`config.mk`:
```
export PLATFORM = sky130hd
export DESIGN_NAME = acp_serial_port
export DESIGN_NICKNAME = d
export VERILOG_FILES = /design/src/core/acp_pkg.sv /design/src/core/acp_regbank.sv /design/src/core/acp_serial_port.sv
export VERILOG_INCLUDE_DIRS = /design/src /design/src/core
export SDC_FILE = /design/constraint.sdc
export NUM_CORES = 1
export LEC_CHECK = 0
export ABC_CLOCK_PERIOD_IN_PS = 4400
export BUFFER_PORTS_ARGS = -buffer_cell sky130_fd_sc_hd__buf_2
export CAP_MARGIN = 20
export CORE_AREA = 4 4 149 258
export CTS_CLUSTER_SIZE = 16
export DETAILED_ROUTE_END_ITERATION = 8
export DIE_AREA = 0 0 153 262
export GPL_TIMING_DRIVEN = 0
export HOLD_SLACK_MARGIN = 0.12
export MAX_ROUTING_LAYER = met4
export PLACE_DENSITY = 0.56
export SYNTH_ARGS = -nofsm -noshare
export SYNTH_HDL_FRONTEND = slang
export SYNTH_SLANG_ARGS = --single-unit
```
`constraint.sdc`:
```
create_clock -name CLOCK -period 4.4 [get_ports CLOCK]
set_input_delay 1.1 -clock CLOCK [delete_from_list [all_inputs] [get_ports CLOCK]]
set_output_delay 1.1 -clock CLOCK [all_outputs]
set_load 0.05 [all_outputs]
```
`src/core/acp_params.svh`:
```
// constants of the serial command port: field positions, select codes, counts
// assumes inclusion by its bare name from the design files
`ifndef ACP_PARAMS_SVH
`define ACP_PARAMS_SVH

// ****************************************************************
// command byte layout
// ****************************************************************
`define ACP_CMD_OFFSET     3'h0
`define ACP_CMD_RESET      8'h00
`define ACP_CMD_GATE_BIT   7
`define ACP_CMD_DIR_BIT    6
`define ACP_CMD_SEL_HI     5
`define ACP_CMD_SEL_LO     3
`define ACP_CMD_STREAM_BIT 2
`define ACP_CMD_ENTER      8'h5C
`define ACP_CMD_EXIT       8'h58

// ****************************************************************
// register select codes
// ****************************************************************
`define ACP_SEL_COMM       3'h0
`define ACP_SEL_MODE       3'h1
`define ACP_SEL_CONFIG     3'h2
`define ACP_SEL_DATA       3'h3
`define ACP_SEL_IDENT      3'h4
`define ACP_SEL_RESV       3'h5
`define ACP_SEL_OFFSET     3'h6
`define ACP_SEL_FULLSCALE  3'h7

// ****************************************************************
// sizes, reset values and counts
// ****************************************************************
`define ACP_LEN_BYTE       5'h08
`define ACP_LEN_HALF       5'h10
`define ACP_MODE_RESET     24'h00000A
`define ACP_ONES_LIMIT     6'h20
`define ACP_SR_WIDTH       24

`endif

```
`src/core/acp_pkg.sv`:
```
// types shared by the serial command port design files
// assumes acp_params.svh is compiled alongside
package acp_pkg;

  // ****************************************************************
  // interface states
  // ****************************************************************
  typedef enum logic [1:0] {
    ACP_ST_IDLE   = 2'b00,
    ACP_ST_WRITE  = 2'b01,
    ACP_ST_READ   = 2'b10,
    ACP_ST_STREAM = 2'b11
  } acp_state_t;

  typedef logic [2:0] acp_sel_t;

endpackage

```
`src/core/acp_regbank.sv`:
```
// register bank of the serial command port: eight words, registered read
// assumes a synchronous active-high reset and one write per cycle
`timescale 1ns/1ps
`include "acp_params.svh"

module acp_regbank #(
  parameter int          DW         = 24,
  parameter logic [23:0] CFG_RESET  = 24'h000000,
  parameter logic [23:0] OFS_RESET  = 24'h800000,
  parameter logic [23:0] FS_RESET   = 24'h500000
) (
  input  wire logic          clk,
  input  wire logic          rst,
  input  wire logic          wr_en,
  input  wire acp_pkg::acp_sel_t wr_addr,
  input  wire logic [23:0]   wr_data,
  input  wire acp_pkg::acp_sel_t rd_addr,
  output logic      [23:0]   rd_data,
  output logic      [23:0]   mode_word,
  output logic      [23:0]   config_word,
  output logic      [23:0]   offset_word,
  output logic      [23:0]   fullscale_word
);

  logic [23:0] mem [0:7];

  // only the two documented word widths are served
  if (DW != 16 && DW != 24) begin : g_bad_width
    $error("bank data width must be 16 or 24");
  end

  // ****************************************************************
  // storage, reset to the documented power-on values
  // ****************************************************************
  always_ff @(posedge clk) begin
    if (rst) begin
      for (int i = 0; i < 8; i++) begin
        mem[i] <= 24'h000000;
      end
      mem[`ACP_SEL_MODE]      <= `ACP_MODE_RESET;
      mem[`ACP_SEL_CONFIG]    <= CFG_RESET;
      mem[`ACP_SEL_OFFSET]    <= OFS_RESET;
      mem[`ACP_SEL_FULLSCALE] <= FS_RESET;
    end else if (wr_en) begin
      mem[wr_addr] <= wr_data;
    end
  end

  // read data out of a register
  always_ff @(posedge clk) begin
    if (rst) begin
      rd_data <= 24'h000000;
    end else begin
      rd_data <= mem[rd_addr];
    end
  end

  // words handed to the converter
  assign mode_word      = mem[`ACP_SEL_MODE];
  assign config_word    = mem[`ACP_SEL_CONFIG];
  assign offset_word    = mem[`ACP_SEL_OFFSET];
  assign fullscale_word = mem[`ACP_SEL_FULLSCALE];

endmodule

```
`src/core/acp_serial_port.sv`:
```
// serial command port of a bridge-sensor converter, host is the serial master
// assumes SCLK, CS_N and DIN are asynchronous pins, converter logic on CLOCK
//
// Function
// every access starts with an 8-bit write-only command byte choosing direction and target
// after the following read or write ends, wait again for a command byte
// after power-up or any reset, start waiting for a command byte
// 32 or more clocks with data input high reset the whole part
// command sent msb first: gate, direction, select x3, stream, two zeros; resets 0
// while the gate bit arrives as 1, stay at the first bit position
// after a 0 gate bit, shift the next seven bits into the command
// direction 0 means write the selected register, 1 means read it
// the three select bits choose the register of the next access
// stream bit with data selected enters continuous read, shifting results after ready
// in continuous read each result is read without a new command byte
// host enters continuous read by sending command 01011100
// command 01011000 while ready is low leaves continuous read
// in continuous read keep watching input for exit and 32-ones reset
// host holds data input low during continuous read between commands
// host writes zeros into the two lowest command bits
// select decode with sizes: comm/status, mode, config, data, id, reserved, offset, fullscale
// shared output goes low at conversion end, high again before next update if unread
// output bits change on the serial clock falling edge while chip select is low
// input bits sampled on the serial clock rising edge, msb first
`timescale 1ns/1ps
`include "acp_params.svh"

module acp_serial_port #(
  parameter int          DW        = 24,
  parameter logic [7:0]  ID_CODE   = 8'h5A,  // arbitrary identification value
  parameter logic [23:0] CFG_RESET = 24'h000000,
  parameter logic [23:0] OFS_RESET = 24'h800000,
  parameter logic [23:0] FS_RESET  = 24'h500000
) (
  input  wire logic        CLOCK,
  input  wire logic        SYS_RST,
  input  wire logic        SCLK,
  input  wire logic        CS_N,
  input  wire logic        DIN,
  output logic             DOUT_RDY,
  output logic             DOUT_OE,
  input  wire logic        CONV_DONE,
  input  wire logic        CONV_WARN,
  input  wire logic [23:0] CONV_DATA,
  input  wire logic        CONV_ERR,
  input  wire logic [2:0]  CONV_CHAN,
  output logic             PART_RESET,
  output logic [23:0]      MODE_WORD,
  output logic [23:0]      CONFIG_WORD,
  output logic [23:0]      OFFSET_WORD,
  output logic [23:0]      FULLSCALE_WORD
);

  // ****************************************************************
  // elaboration check
  // ****************************************************************
  if (DW != 16 && DW != 24) begin : g_bad_width
    $error("data width must be 16 or 24");
  end

  localparam logic [4:0] LEN_WORD = 5'(DW);

  // ****************************************************************
  // functions
  // ****************************************************************
  // transfer length of each selected register
  function automatic logic [4:0] reg_len(input logic [2:0] sel);
    logic [4:0] len;
    len = `ACP_LEN_BYTE;
    unique case (sel)
      `ACP_SEL_MODE, `ACP_SEL_CONFIG:                      len = `ACP_LEN_HALF;
      `ACP_SEL_DATA, `ACP_SEL_OFFSET, `ACP_SEL_FULLSCALE:  len = LEN_WORD;
      default:                                             len = `ACP_LEN_BYTE;
    endcase
    return len;
  endfunction

  // place a value so that its first bit sits at the top of the shifter
  function automatic logic [23:0] left_align(input logic [23:0] v, input logic [4:0] len);
    return v << (5'd24 - len);
  endfunction

  // ****************************************************************
  // signals
  // ****************************************************************
  logic [2:0]         sck_s, cs_s, din_s;
  logic               sck_f, cs_f, din_f;
  logic               sck_new, cs_new, din_new;
  logic               sck_rise, sck_fall;
  logic               rst_all;
  logic [5:0]         ones_cnt;
  acp_pkg::acp_state_t state;
  logic [4:0]         bit_cnt;
  logic [4:0]         xfer_len;
  logic [6:0]         cmd_sr;
  logic [7:0]         cmd_byte;
  logic [6:0]         next_cmd;
  logic [23:0]        in_sr;
  logic [7:0]         hist;
  logic [7:0]         next_hist;
  logic [1:0]         load_pipe;
  logic               stream_busy;
  logic               stream_load;
  logic               wr_en;
  logic               rd_done;
  logic               data_ready;
  logic [23:0]        data_reg;
  logic [23:0]        rd_data;
  logic [23:0]        out_sr;
  logic               dout_bit;
  logic               shifting;
  logic [23:0]        load_val;
  logic [7:0]         status_byte;
  logic [2:0]         sel;

  // ****************************************************************
  // pin sampling: three flops, a change counts once stages two and three agree
  // ****************************************************************
  always_ff @(posedge CLOCK) begin
    if (SYS_RST) begin
      sck_s <= 3'h0;
      cs_s  <= 3'h7;
      din_s <= 3'h0;
      sck_f <= 1'b0;
      cs_f  <= 1'b1;
      din_f <= 1'b0;
    end else begin
      sck_s <= {sck_s[1:0], SCLK};
      cs_s  <= {cs_s[1:0], CS_N};
      din_s <= {din_s[1:0], DIN};
      sck_f <= sck_new;
      cs_f  <= cs_new;
      din_f <= din_new;
    end
  end

  assign sck_new  = (sck_s[1] == sck_s[2]) ? sck_s[2] : sck_f;
  assign cs_new   = (cs_s[1] == cs_s[2]) ? cs_s[2] : cs_f;
  assign din_new  = (din_s[1] == din_s[2]) ? din_s[2] : din_f;
  assign sck_rise = sck_new & ~sck_f & ~cs_f;
  assign sck_fall = ~sck_new & sck_f & ~cs_f;

  // ****************************************************************
  // run of ones on the data input resets the whole part
  // ****************************************************************
  always_ff @(posedge CLOCK) begin
    if (rst_all) begin
      ones_cnt <= 6'h00;
    end else if (sck_rise) begin
      ones_cnt <= din_f ? ones_cnt + 6'h01 : 6'h00;
    end
  end

  // one-cycle part reset pulse, also clears this block
  always_ff @(posedge CLOCK) begin
    if (SYS_RST) begin
      PART_RESET <= 1'b0;
    end else begin
      PART_RESET <= (ones_cnt == `ACP_ONES_LIMIT) & ~PART_RESET;
    end
  end

  assign rst_all = SYS_RST | PART_RESET;

  // ****************************************************************
  // interface state machine
  // ****************************************************************
  assign next_cmd    = {cmd_sr[5:0], din_f};
  assign next_hist   = {hist[6:0], din_f};
  assign sel         = cmd_byte[`ACP_CMD_SEL_HI:`ACP_CMD_SEL_LO];
  // no reload while the ready clear of a finished word is still pending
  assign stream_load = (state == acp_pkg::ACP_ST_STREAM) & data_ready & ~stream_busy &
                       ~rd_done;

  always_ff @(posedge CLOCK) begin
    if (rst_all) begin
      state       <= acp_pkg::ACP_ST_IDLE;
      bit_cnt     <= 5'h00;
      xfer_len    <= 5'h00;
      cmd_sr      <= 7'h00;
      cmd_byte    <= `ACP_CMD_RESET;
      in_sr       <= 24'h000000;
      hist        <= 8'h00;
      load_pipe   <= 2'b00;
      stream_busy <= 1'b0;
      wr_en       <= 1'b0;
      rd_done     <= 1'b0;
    end else begin
      wr_en     <= 1'b0;
      rd_done   <= 1'b0;
      load_pipe <= {load_pipe[0], 1'b0};
      if (stream_load) begin
        stream_busy <= 1'b1;
        bit_cnt     <= 5'h00;
      end
      if (sck_rise) begin
        unique case (state)
          acp_pkg::ACP_ST_IDLE: begin
            if (bit_cnt == 5'h00) begin
              if (!din_f) begin
                bit_cnt <= 5'h01;
              end
            end else if (bit_cnt == 5'h07) begin
              cmd_byte <= {1'b0, next_cmd};
              bit_cnt  <= 5'h00;
              xfer_len <= reg_len(next_cmd[5:3]);
              if (next_cmd[6]) begin
                if (next_cmd[5:3] == `ACP_SEL_DATA && next_cmd[2]) begin
                  state       <= acp_pkg::ACP_ST_STREAM;
                  hist        <= 8'h00;
                  stream_busy <= 1'b0;
                end else begin
                  state     <= acp_pkg::ACP_ST_READ;
                  load_pipe <= 2'b01;
                end
              end else if (next_cmd[5:3] != `ACP_SEL_COMM) begin
                state <= acp_pkg::ACP_ST_WRITE;
              end
            end else begin
              cmd_sr  <= next_cmd;
              bit_cnt <= bit_cnt + 5'h01;
            end
          end
          acp_pkg::ACP_ST_WRITE: begin
            in_sr <= {in_sr[22:0], din_f};
            if (bit_cnt == xfer_len - 5'h01) begin
              state   <= acp_pkg::ACP_ST_IDLE;
              bit_cnt <= 5'h00;
              wr_en   <= 1'b1;
            end else begin
              bit_cnt <= bit_cnt + 5'h01;
            end
          end
          acp_pkg::ACP_ST_READ: begin
            if (bit_cnt == xfer_len - 5'h01) begin
              state   <= acp_pkg::ACP_ST_IDLE;
              bit_cnt <= 5'h00;
              rd_done <= (sel == `ACP_SEL_DATA);
            end else begin
              bit_cnt <= bit_cnt + 5'h01;
            end
          end
          acp_pkg::ACP_ST_STREAM: begin
            hist <= next_hist;
            if (next_hist == `ACP_CMD_EXIT && data_ready) begin
              state       <= acp_pkg::ACP_ST_IDLE;
              bit_cnt     <= 5'h00;
              stream_busy <= 1'b0;
            end else if (stream_busy) begin
              if (bit_cnt == LEN_WORD - 5'h01) begin
                stream_busy <= 1'b0;
                bit_cnt     <= 5'h00;
                rd_done     <= 1'b1;
              end else begin
                bit_cnt <= bit_cnt + 5'h01;
              end
            end
          end
        endcase
      end
    end
  end

  // ****************************************************************
  // register bank
  // ****************************************************************
  acp_regbank #(
    .DW        (DW),
    .CFG_RESET (CFG_RESET),
    .OFS_RESET (OFS_RESET),
    .FS_RESET  (FS_RESET)
  ) u_bank (
    .clk            (CLOCK),
    .rst            (rst_all),
    .wr_en          (wr_en && (sel == `ACP_SEL_MODE || sel == `ACP_SEL_CONFIG ||
                               sel == `ACP_SEL_OFFSET || sel == `ACP_SEL_FULLSCALE)),
    .wr_addr        (sel),
    .wr_data        (in_sr & ~(24'hFFFFFF << xfer_len)),
    .rd_addr        (sel),
    .rd_data        (rd_data),
    .mode_word      (MODE_WORD),
    .config_word    (CONFIG_WORD),
    .offset_word    (OFFSET_WORD),
    .fullscale_word (FULLSCALE_WORD)
  );

  // ****************************************************************
  // conversion result and ready flag
  // ****************************************************************
  always_ff @(posedge CLOCK) begin
    if (rst_all) begin
      data_reg <= 24'h000000;
    end else if (CONV_DONE) begin
      data_reg <= CONV_DATA & ~(24'hFFFFFF << LEN_WORD);
    end
  end

  // ready: set by a new result, cleared by a data read, a pending update or a mode write
  always_ff @(posedge CLOCK) begin
    if (rst_all) begin
      data_ready <= 1'b0;
    end else if (CONV_DONE) begin
      data_ready <= 1'b1;
    end else if (rd_done || CONV_WARN || (wr_en && sel == `ACP_SEL_MODE)) begin
      data_ready <= 1'b0;
    end
  end

  // ****************************************************************
  // output shifter and shared pin
  // ****************************************************************
  assign status_byte = {~data_ready, CONV_ERR, 3'b000, CONV_CHAN};
  assign shifting    = (state == acp_pkg::ACP_ST_READ) ||
                       (state == acp_pkg::ACP_ST_STREAM && stream_busy);

  // value presented for a read, chosen by the select field
  always_comb begin
    load_val = 24'h000000;
    unique case (sel)
      `ACP_SEL_COMM:  load_val = {16'h0000, status_byte};
      `ACP_SEL_DATA:  load_val = data_reg;
      `ACP_SEL_IDENT: load_val = {16'h0000, ID_CODE};
      `ACP_SEL_RESV:  load_val = 24'h000000;
      default:        load_val = rd_data;
    endcase
  end

  always_ff @(posedge CLOCK) begin
    if (rst_all) begin
      out_sr   <= 24'h000000;
      dout_bit <= 1'b1;
    end else if (load_pipe[1] || stream_load) begin
      out_sr   <= left_align(stream_load ? data_reg : load_val,
                             stream_load ? LEN_WORD : xfer_len);
      dout_bit <= ~stream_load;             // stream keeps ready low until first fall
    end else if (sck_fall && shifting) begin
      dout_bit <= out_sr[23];
      out_sr   <= {out_sr[22:0], 1'b0};
    end
  end

  // pin shows data while shifting, otherwise the inverted ready flag
  always_ff @(posedge CLOCK) begin
    if (rst_all) begin
      DOUT_RDY <= 1'b1;
    end else begin
      DOUT_RDY <= shifting ? dout_bit : ~data_ready;
    end
  end

  // output enable follows the filtered select only, a part reset keeps the pin driven
  always_ff @(posedge CLOCK) begin
    if (SYS_RST) begin
      DOUT_OE <= 1'b0;
    end else begin
      DOUT_OE <= ~cs_f;
    end
  end

endmodule

```
==> impl_results.html <==
<table>
<tr><th>Metric</th><th>Value</th></tr>
<tr><th colspan="2">Cells and area</th></tr>
<tr><td>Post-route cell area</td><td>0.0176 mm^2</td></tr>
<tr><td>Top register by number of flip-flops</td><td>u_bank.mem</td></tr>
<tr><td>Final Util</td><td>0.487</td></tr>
<tr><td>Fraction of final layout cells with drive strength greater than 1</td><td>0.197</td></tr>
<tr><td>Final std cells w/o fill</td><td>2006</td></tr>
<tr><td>Fill cell total of the finished layout</td><td>3403</td></tr>
<tr><td>Antenna fix cells</td><td>0</td></tr>
<tr><td>Multi-input combinational cell area</td><td>0.00590 mm^2</td></tr>
<tr><td>Total Nets Final</td><td>1556</td></tr>
<tr><td>Max reg flops</td><td>192</td></tr>
<tr><td>Layout-stage area growth over the synthesis result</td><td>19.6%</td></tr>
<tr><td>Combined flip-flop and latch cell area</td><td>0.00875 mm^2</td></tr>
<tr><th colspan="2">Timing</th></tr>
<tr><td>Post-layout worst setup margin</td><td>0.598 ns</td></tr>
<tr><td>Period Utilization, post-route</td><td>0.864</td></tr>
<tr><td>Pins Over Slew Limit</td><td>0</td></tr>
<tr><td>Fin Hold WS</td><td>0.439 ns</td></tr>
<tr><td>Upper clock frequency limit</td><td>263 MHz</td></tr>
<tr><td>Setup violations, final</td><td>0</td></tr>
<tr><td>Max-slew headroom at the worst pin</td><td>0.402</td></tr>
<tr><td>Final Hold Vio Count</td><td>0</td></tr>
<tr><td>RSZ-0062 raised after global routing</td><td>false</td></tr>
<tr><td>Measured slew at the worst slew-check pin</td><td>0.897 ns</td></tr>
<tr><td>Clock skew after layout</td><td>0.0239 ns</td></tr>
<tr><td>Post-Route Setup TNS</td><td>0 ns</td></tr>
<tr><td>Min cycle time layout</td><td>3.80 ns</td></tr>
<tr><th colspan="2">CTS</th></tr>
<tr><td># clock sinks</td><td>341</td></tr>
<tr><td>CTS HTree Levels</td><td>2</td></tr>
<tr><td>Worst-case clock buffer depth</td><td>3</td></tr>
<tr><td>Post-CTS clock slew at the launch and capture registers of the worst setup and hold paths</td><td>0.06 ns</td></tr>
<tr><td>Hold-fix buffers at CTS</td><td>0</td></tr>
<tr><td>TritonCTS clock tree</td><td>done</td></tr>
<tr><td>Post-CTS Setup Inserts</td><td>0</td></tr>
<tr><td>Clock buffers created by TritonCTS</td><td>34</td></tr>
<tr><td>Root Buffer Master</td><td>sky130_fd_sc_hd__clkbuf_16</td></tr>
<tr><td>Clock latency reported for the late side of the worst-skew pair</td><td>0.54 ns</td></tr>
<tr><td>Resized cells post-CTS</td><td>0</td></tr>
<tr><th colspan="2">Synth</th></tr>
<tr><td>Cells after Synth</td><td>1237</td></tr>
<tr><td>Avg Cell Area, Syn</td><td>11.9 um^2</td></tr>
<tr><td>Dominant cell type by area after synthesis</td><td>sky130_fd_sc_hd__edfxtp_1</td></tr>
<tr><td>Combinational family with the most area after synthesis</td><td>simple AND/OR/NAND/NOR gates</td></tr>
<tr><td>Cells taking the most area after synthesis</td><td>sky130_fd_sc_hd__edfxtp_1, sky130_fd_sc_hd__dfxtp_1, sky130_fd_sc_hd__mux4_2</td></tr>
<tr><td>Post-synthesis share of cell area spent on xor and xnor gates</td><td>0.00595</td></tr>
<tr><td>Compound-gate portion of the synthesized area</td><td>0.0965</td></tr>
<tr><td>Yosys Warn Count</td><td>0</td></tr>
<tr><td>Adder and majority cell fraction of the synthesized area</td><td>0.00936</td></tr>
<tr><td>Async set-reset flop share out of synthesis</td><td>0</td></tr>
<tr><td>Primary flip-flop cell chosen by synthesis mapping</td><td>sky130_fd_sc_hd__edfxtp_1</td></tr>
<tr><td>Number of synthesized flops with an enable pin</td><td>192</td></tr>
<tr><td>Share of synthesized cell area in and, or, nand and nor gates</td><td>0.134</td></tr>
<tr><td>Cell Area, Synth</td><td>0.0147 mm^2</td></tr>
<tr><td>Fraction of post-synthesis cell area in the top cell type by area</td><td>0.392</td></tr>
<tr><td>Distinct cell type count after synthesis</td><td>85</td></tr>
<tr><td>Share of cell area taken by muxes after synthesis</td><td>0.130</td></tr>
<tr><td>Register bit total from synthesis</td><td>341</td></tr>
<tr><td>Post-synthesis sequential area ratio</td><td>0.595</td></tr>
<tr><th colspan="2">Floorplan</th></tr>
<tr><td>Y dimension of the die</td><td>262 um</td></tr>
<tr><td>Count of boundary I/O pins</td><td>134</td></tr>
<tr><td>Initial cell density of the core</td><td>0.407</td></tr>
<tr><td>Standard-cell rows</td><td>92</td></tr>
<tr><td>Die W</td><td>153 um</td></tr>
<tr><td>CORE AREA</td><td>0.0361 mm^2</td></tr>
<tr><td>Area of the die</td><td>0.0401 mm^2</td></tr>
<tr><th colspan="2">Run</th></tr>
<tr><td>MaxCap Viol Count</td><td>0</td></tr>
<tr><th colspan="2">Worst setup path</th></tr>
<tr><td>Required time of the critical path</td><td>4.63 ns</td></tr>
<tr><td>Startpoint of the lowest-slack register-to-register path</td><td>cmd_byte[4]</td></tr>
<tr><td>Crit end category</td><td>flop</td></tr>
<tr><td>R2r setup slk</td><td>0.93 ns</td></tr>
<tr><td>Critical Path Fanout Max</td><td>16</td></tr>
<tr><td>Worst R2R Path Depth</td><td>6</td></tr>
<tr><td>Arrival time of the worst setup path</td><td>4.03 ns</td></tr>
<tr><td>CP Launch Type</td><td>primary input</td></tr>
<tr><td>Terminus of the critical flop-to-flop path</td><td>u_bank.mem[7][5]</td></tr>
<tr><td>Category of the most critical setup path</td><td>in2reg</td></tr>
<tr><th colspan="2">Global route</th></tr>
<tr><td>Pin count of the biggest net entering global routing</td><td>33</td></tr>
<tr><td>First-pass GRT wire length</td><td>67100 um</td></tr>
<tr><td>Global-route usage over all layers</td><td>0.227</td></tr>
<tr><td>Number of antenna violations at the first check in global routing</td><td>0</td></tr>
<tr><td>Total grt overflow</td><td>0</td></tr>
<tr><td>Via count of the first global-routing pass</td><td>10900</td></tr>
<tr><th colspan="2">Power and ir drop</th></tr>
<tr><td>Worst IR drop on VDD</td><td>0.384 mV</td></tr>
<tr><td>Internal power contribution</td><td>5.18 mW</td></tr>
<tr><td>Static power due to leakage</td><td>6.68 nW</td></tr>
<tr><td>Fraction of power spent switching nets</td><td>0.234</td></tr>
<tr><td>PnR Total Power</td><td>6.76 mW</td></tr>
<tr><td>Relative contribution of combinational cells to total power</td><td>0.060</td></tr>
<tr><td>Power density over the cells</td><td>384 mW/mm^2</td></tr>
<tr><td>Switching power total</td><td>1.58 mW</td></tr>
<tr><td>Clock share of power</td><td>0.412</td></tr>
<tr><td>Sequential share of power</td><td>0.528</td></tr>
<tr><th colspan="2">Placement</th></tr>
<tr><td>Final RePlAce weighted congestion</td><td>0.937</td></tr>
<tr><td>Post-Place Cells</td><td>1944</td></tr>
<tr><td>HPWL Detailed</td><td>33000 um</td></tr>
<tr><td>Pre-CTS WS</td><td>0.0655 ns</td></tr>
<tr><td>Count of port buffers added during placement</td><td>132</td></tr>
<tr><td>Area of placed instances</td><td>0.0165 mm^2</td></tr>
<tr><th colspan="2">Run status</th></tr>
<tr><td>Result of the run</td><td>completed</td></tr>
<tr><th colspan="2">Drt</th></tr>
<tr><td>Routed Wire Length</td><td>44400 um</td></tr>
<tr><td>Remaining antenna violation count after routing</td><td>0</td></tr>
<tr><td>Iteration-0 DRC Markers</td><td>741</td></tr>
<tr><td>Routed wire length per instance</td><td>22.1 um</td></tr>
<tr><td>Number of detailed-route iterations in the first pass</td><td>5</td></tr>
<tr><td>Total DRC errors in the routed layout</td><td>0</td></tr>
<tr><td>Via density</td><td>5.30</td></tr>
<tr><td>Overall via count from detail_route</td><td>10600</td></tr>
<tr><th colspan="2">Hold path</th></tr>
<tr><td>Worst-case hold path end point</td><td>cs_s[1]</td></tr>
<tr><td>Worst min path class</td><td>reg2reg</td></tr>
<tr><td>Startpoint of the most critical hold path</td><td>cs_s[0]</td></tr>
<tr><td>Worst hold path stage count</td><td>1</td></tr>
</table>
==> worst max-delay path, cell delays in order <==
cell	delay, ns
sky130_fd_sc_hd__buf_2	0.13
sky130_fd_sc_hd__nor2_2	0.52
sky130_fd_sc_hd__and2_0	0.22
sky130_fd_sc_hd__clkbuf_1	0.25
sky130_fd_sc_hd__nand4_1	0.48
sky130_fd_sc_hd__clkbuf_1	0.47
sky130_fd_sc_hd__nand2_1	0.58
sky130_fd_sc_hd__buf_16	0.24
==> synth_stat cells (10+ instances only) <==
| library cell | instances |
|---|---|
| sky130_fd_sc_hd__a21oi_1 | 89 |
| sky130_fd_sc_hd__nor2b_1 | 10 |
| sky130_fd_sc_hd__edfxtp_1 | 192 |
| sky130_fd_sc_hd__mux2i_1 | 77 |
| sky130_fd_sc_hd__mux4_2 | 48 |
| sky130_fd_sc_hd__clkbuf_1 | 38 |
| sky130_fd_sc_hd__a22oi_1 | 12 |
| sky130_fd_sc_hd__nor2_1 | 184 |
| sky130_fd_sc_hd__nand2_1 | 127 |
| sky130_fd_sc_hd__nand2b_1 | 20 |
| sky130_fd_sc_hd__buf_2 | 28 |
| sky130_fd_sc_hd__dfxtp_1 | 149 |
| sky130_fd_sc_hd__and3_1 | 10 |
| sky130_fd_sc_hd__o21ai_0 | 41 |
| sky130_fd_sc_hd__nand3_1 | 18 |
| sky130_fd_sc_hd__ha_1 | 11 |
| sky130_fd_sc_hd__inv_1 | 15 |
==> how the worst max path moves through the flow <==
stage / startpoint / to / cells after the start
floorplan: cmd_byte[5] / u_bank.mem[2][0] / 3
global placement: cmd_byte[5] / u_bank.mem[2][17] / 3
detailed placement: SYS_RST / u_bank.mem[7][3] / 8
CTS: SYS_RST / u_bank.mem[7][5] / 8
global route: SYS_RST / u_bank.mem[6][5] / 8
finish: SYS_RST / u_bank.mem[7][5] / 8
==> cell type report <==
class                           count  share of cell area
Sequential cell                   341               0.497
Multi-Input combinational cell    893               0.335
Clock buffer                       50              0.0553
Inverter                           16             0.00341
Clock inverter                     12             0.00448
Buffer                             82              0.0215
Timing Repair Buffer              142              0.0496
Tap cell                          470              0.0334
==> cells in the final DEF, fill, tap and decap left out, drive strengths merged, types with 9 or more instances in the layout <==
cell | synthesis | layout
nor2 | 187 | 187
nor3 | 10 | 10
mux4 | 48 | 48
a22o | 9 | 9
ha | 11 | 11
edfxtp | 192 | 192
a21oi | 89 | 89
nor2b | 10 | 10
conb | 1 | 96
and3 | 11 | 11
o22ai | 9 | 9
buf | 44 | 186
a22oi | 12 | 12
clkbuf | 38 | 88
nand2b | 20 | 20
inv | 16 | 19
nand3 | 20 | 20
nand2 | 128 | 128
dfxtp | 149 | 149
o21ai | 43 | 43
mux2i | 77 | 77
clkinv | 0 | 9
==> cell families (layout without fill, tap and decap cells) <==
group,after synthesis,after routing
XOR/XNOR,10,10
other,1,96
multiplexers,130,130
adder cells (fa/ha/maj),11,11
AND/OR/NAND/NOR,424,424
flip-flops,341,341
buffers and inverters,98,302
AO/OA/AOI/OAI,222,222
==> per-layer routing <==
metal  track usage  routed length, um  up-vias
met5             -                  0        -
met4         0.105               2250        0
met3        0.0257               1890      104
met2         0.421              24400      343
met1         0.242              15800     5201
li1              -                  -     4985
==> power by group through the flow <==
stage,clock network [mW],logic (mW),registers [mW]
3_5_place_dp,0,0.406,3.64
6_report,2.79,0.403,3.57
3_3_place_gp,0,0.379,3.64
2_1_floorplan,0,0.156,3.72
4_1_cts,2.85,0.407,3.57
5_1_grt,2.98,0.431,3.58
No activity file was read; power rests on OpenSTA's default activity.
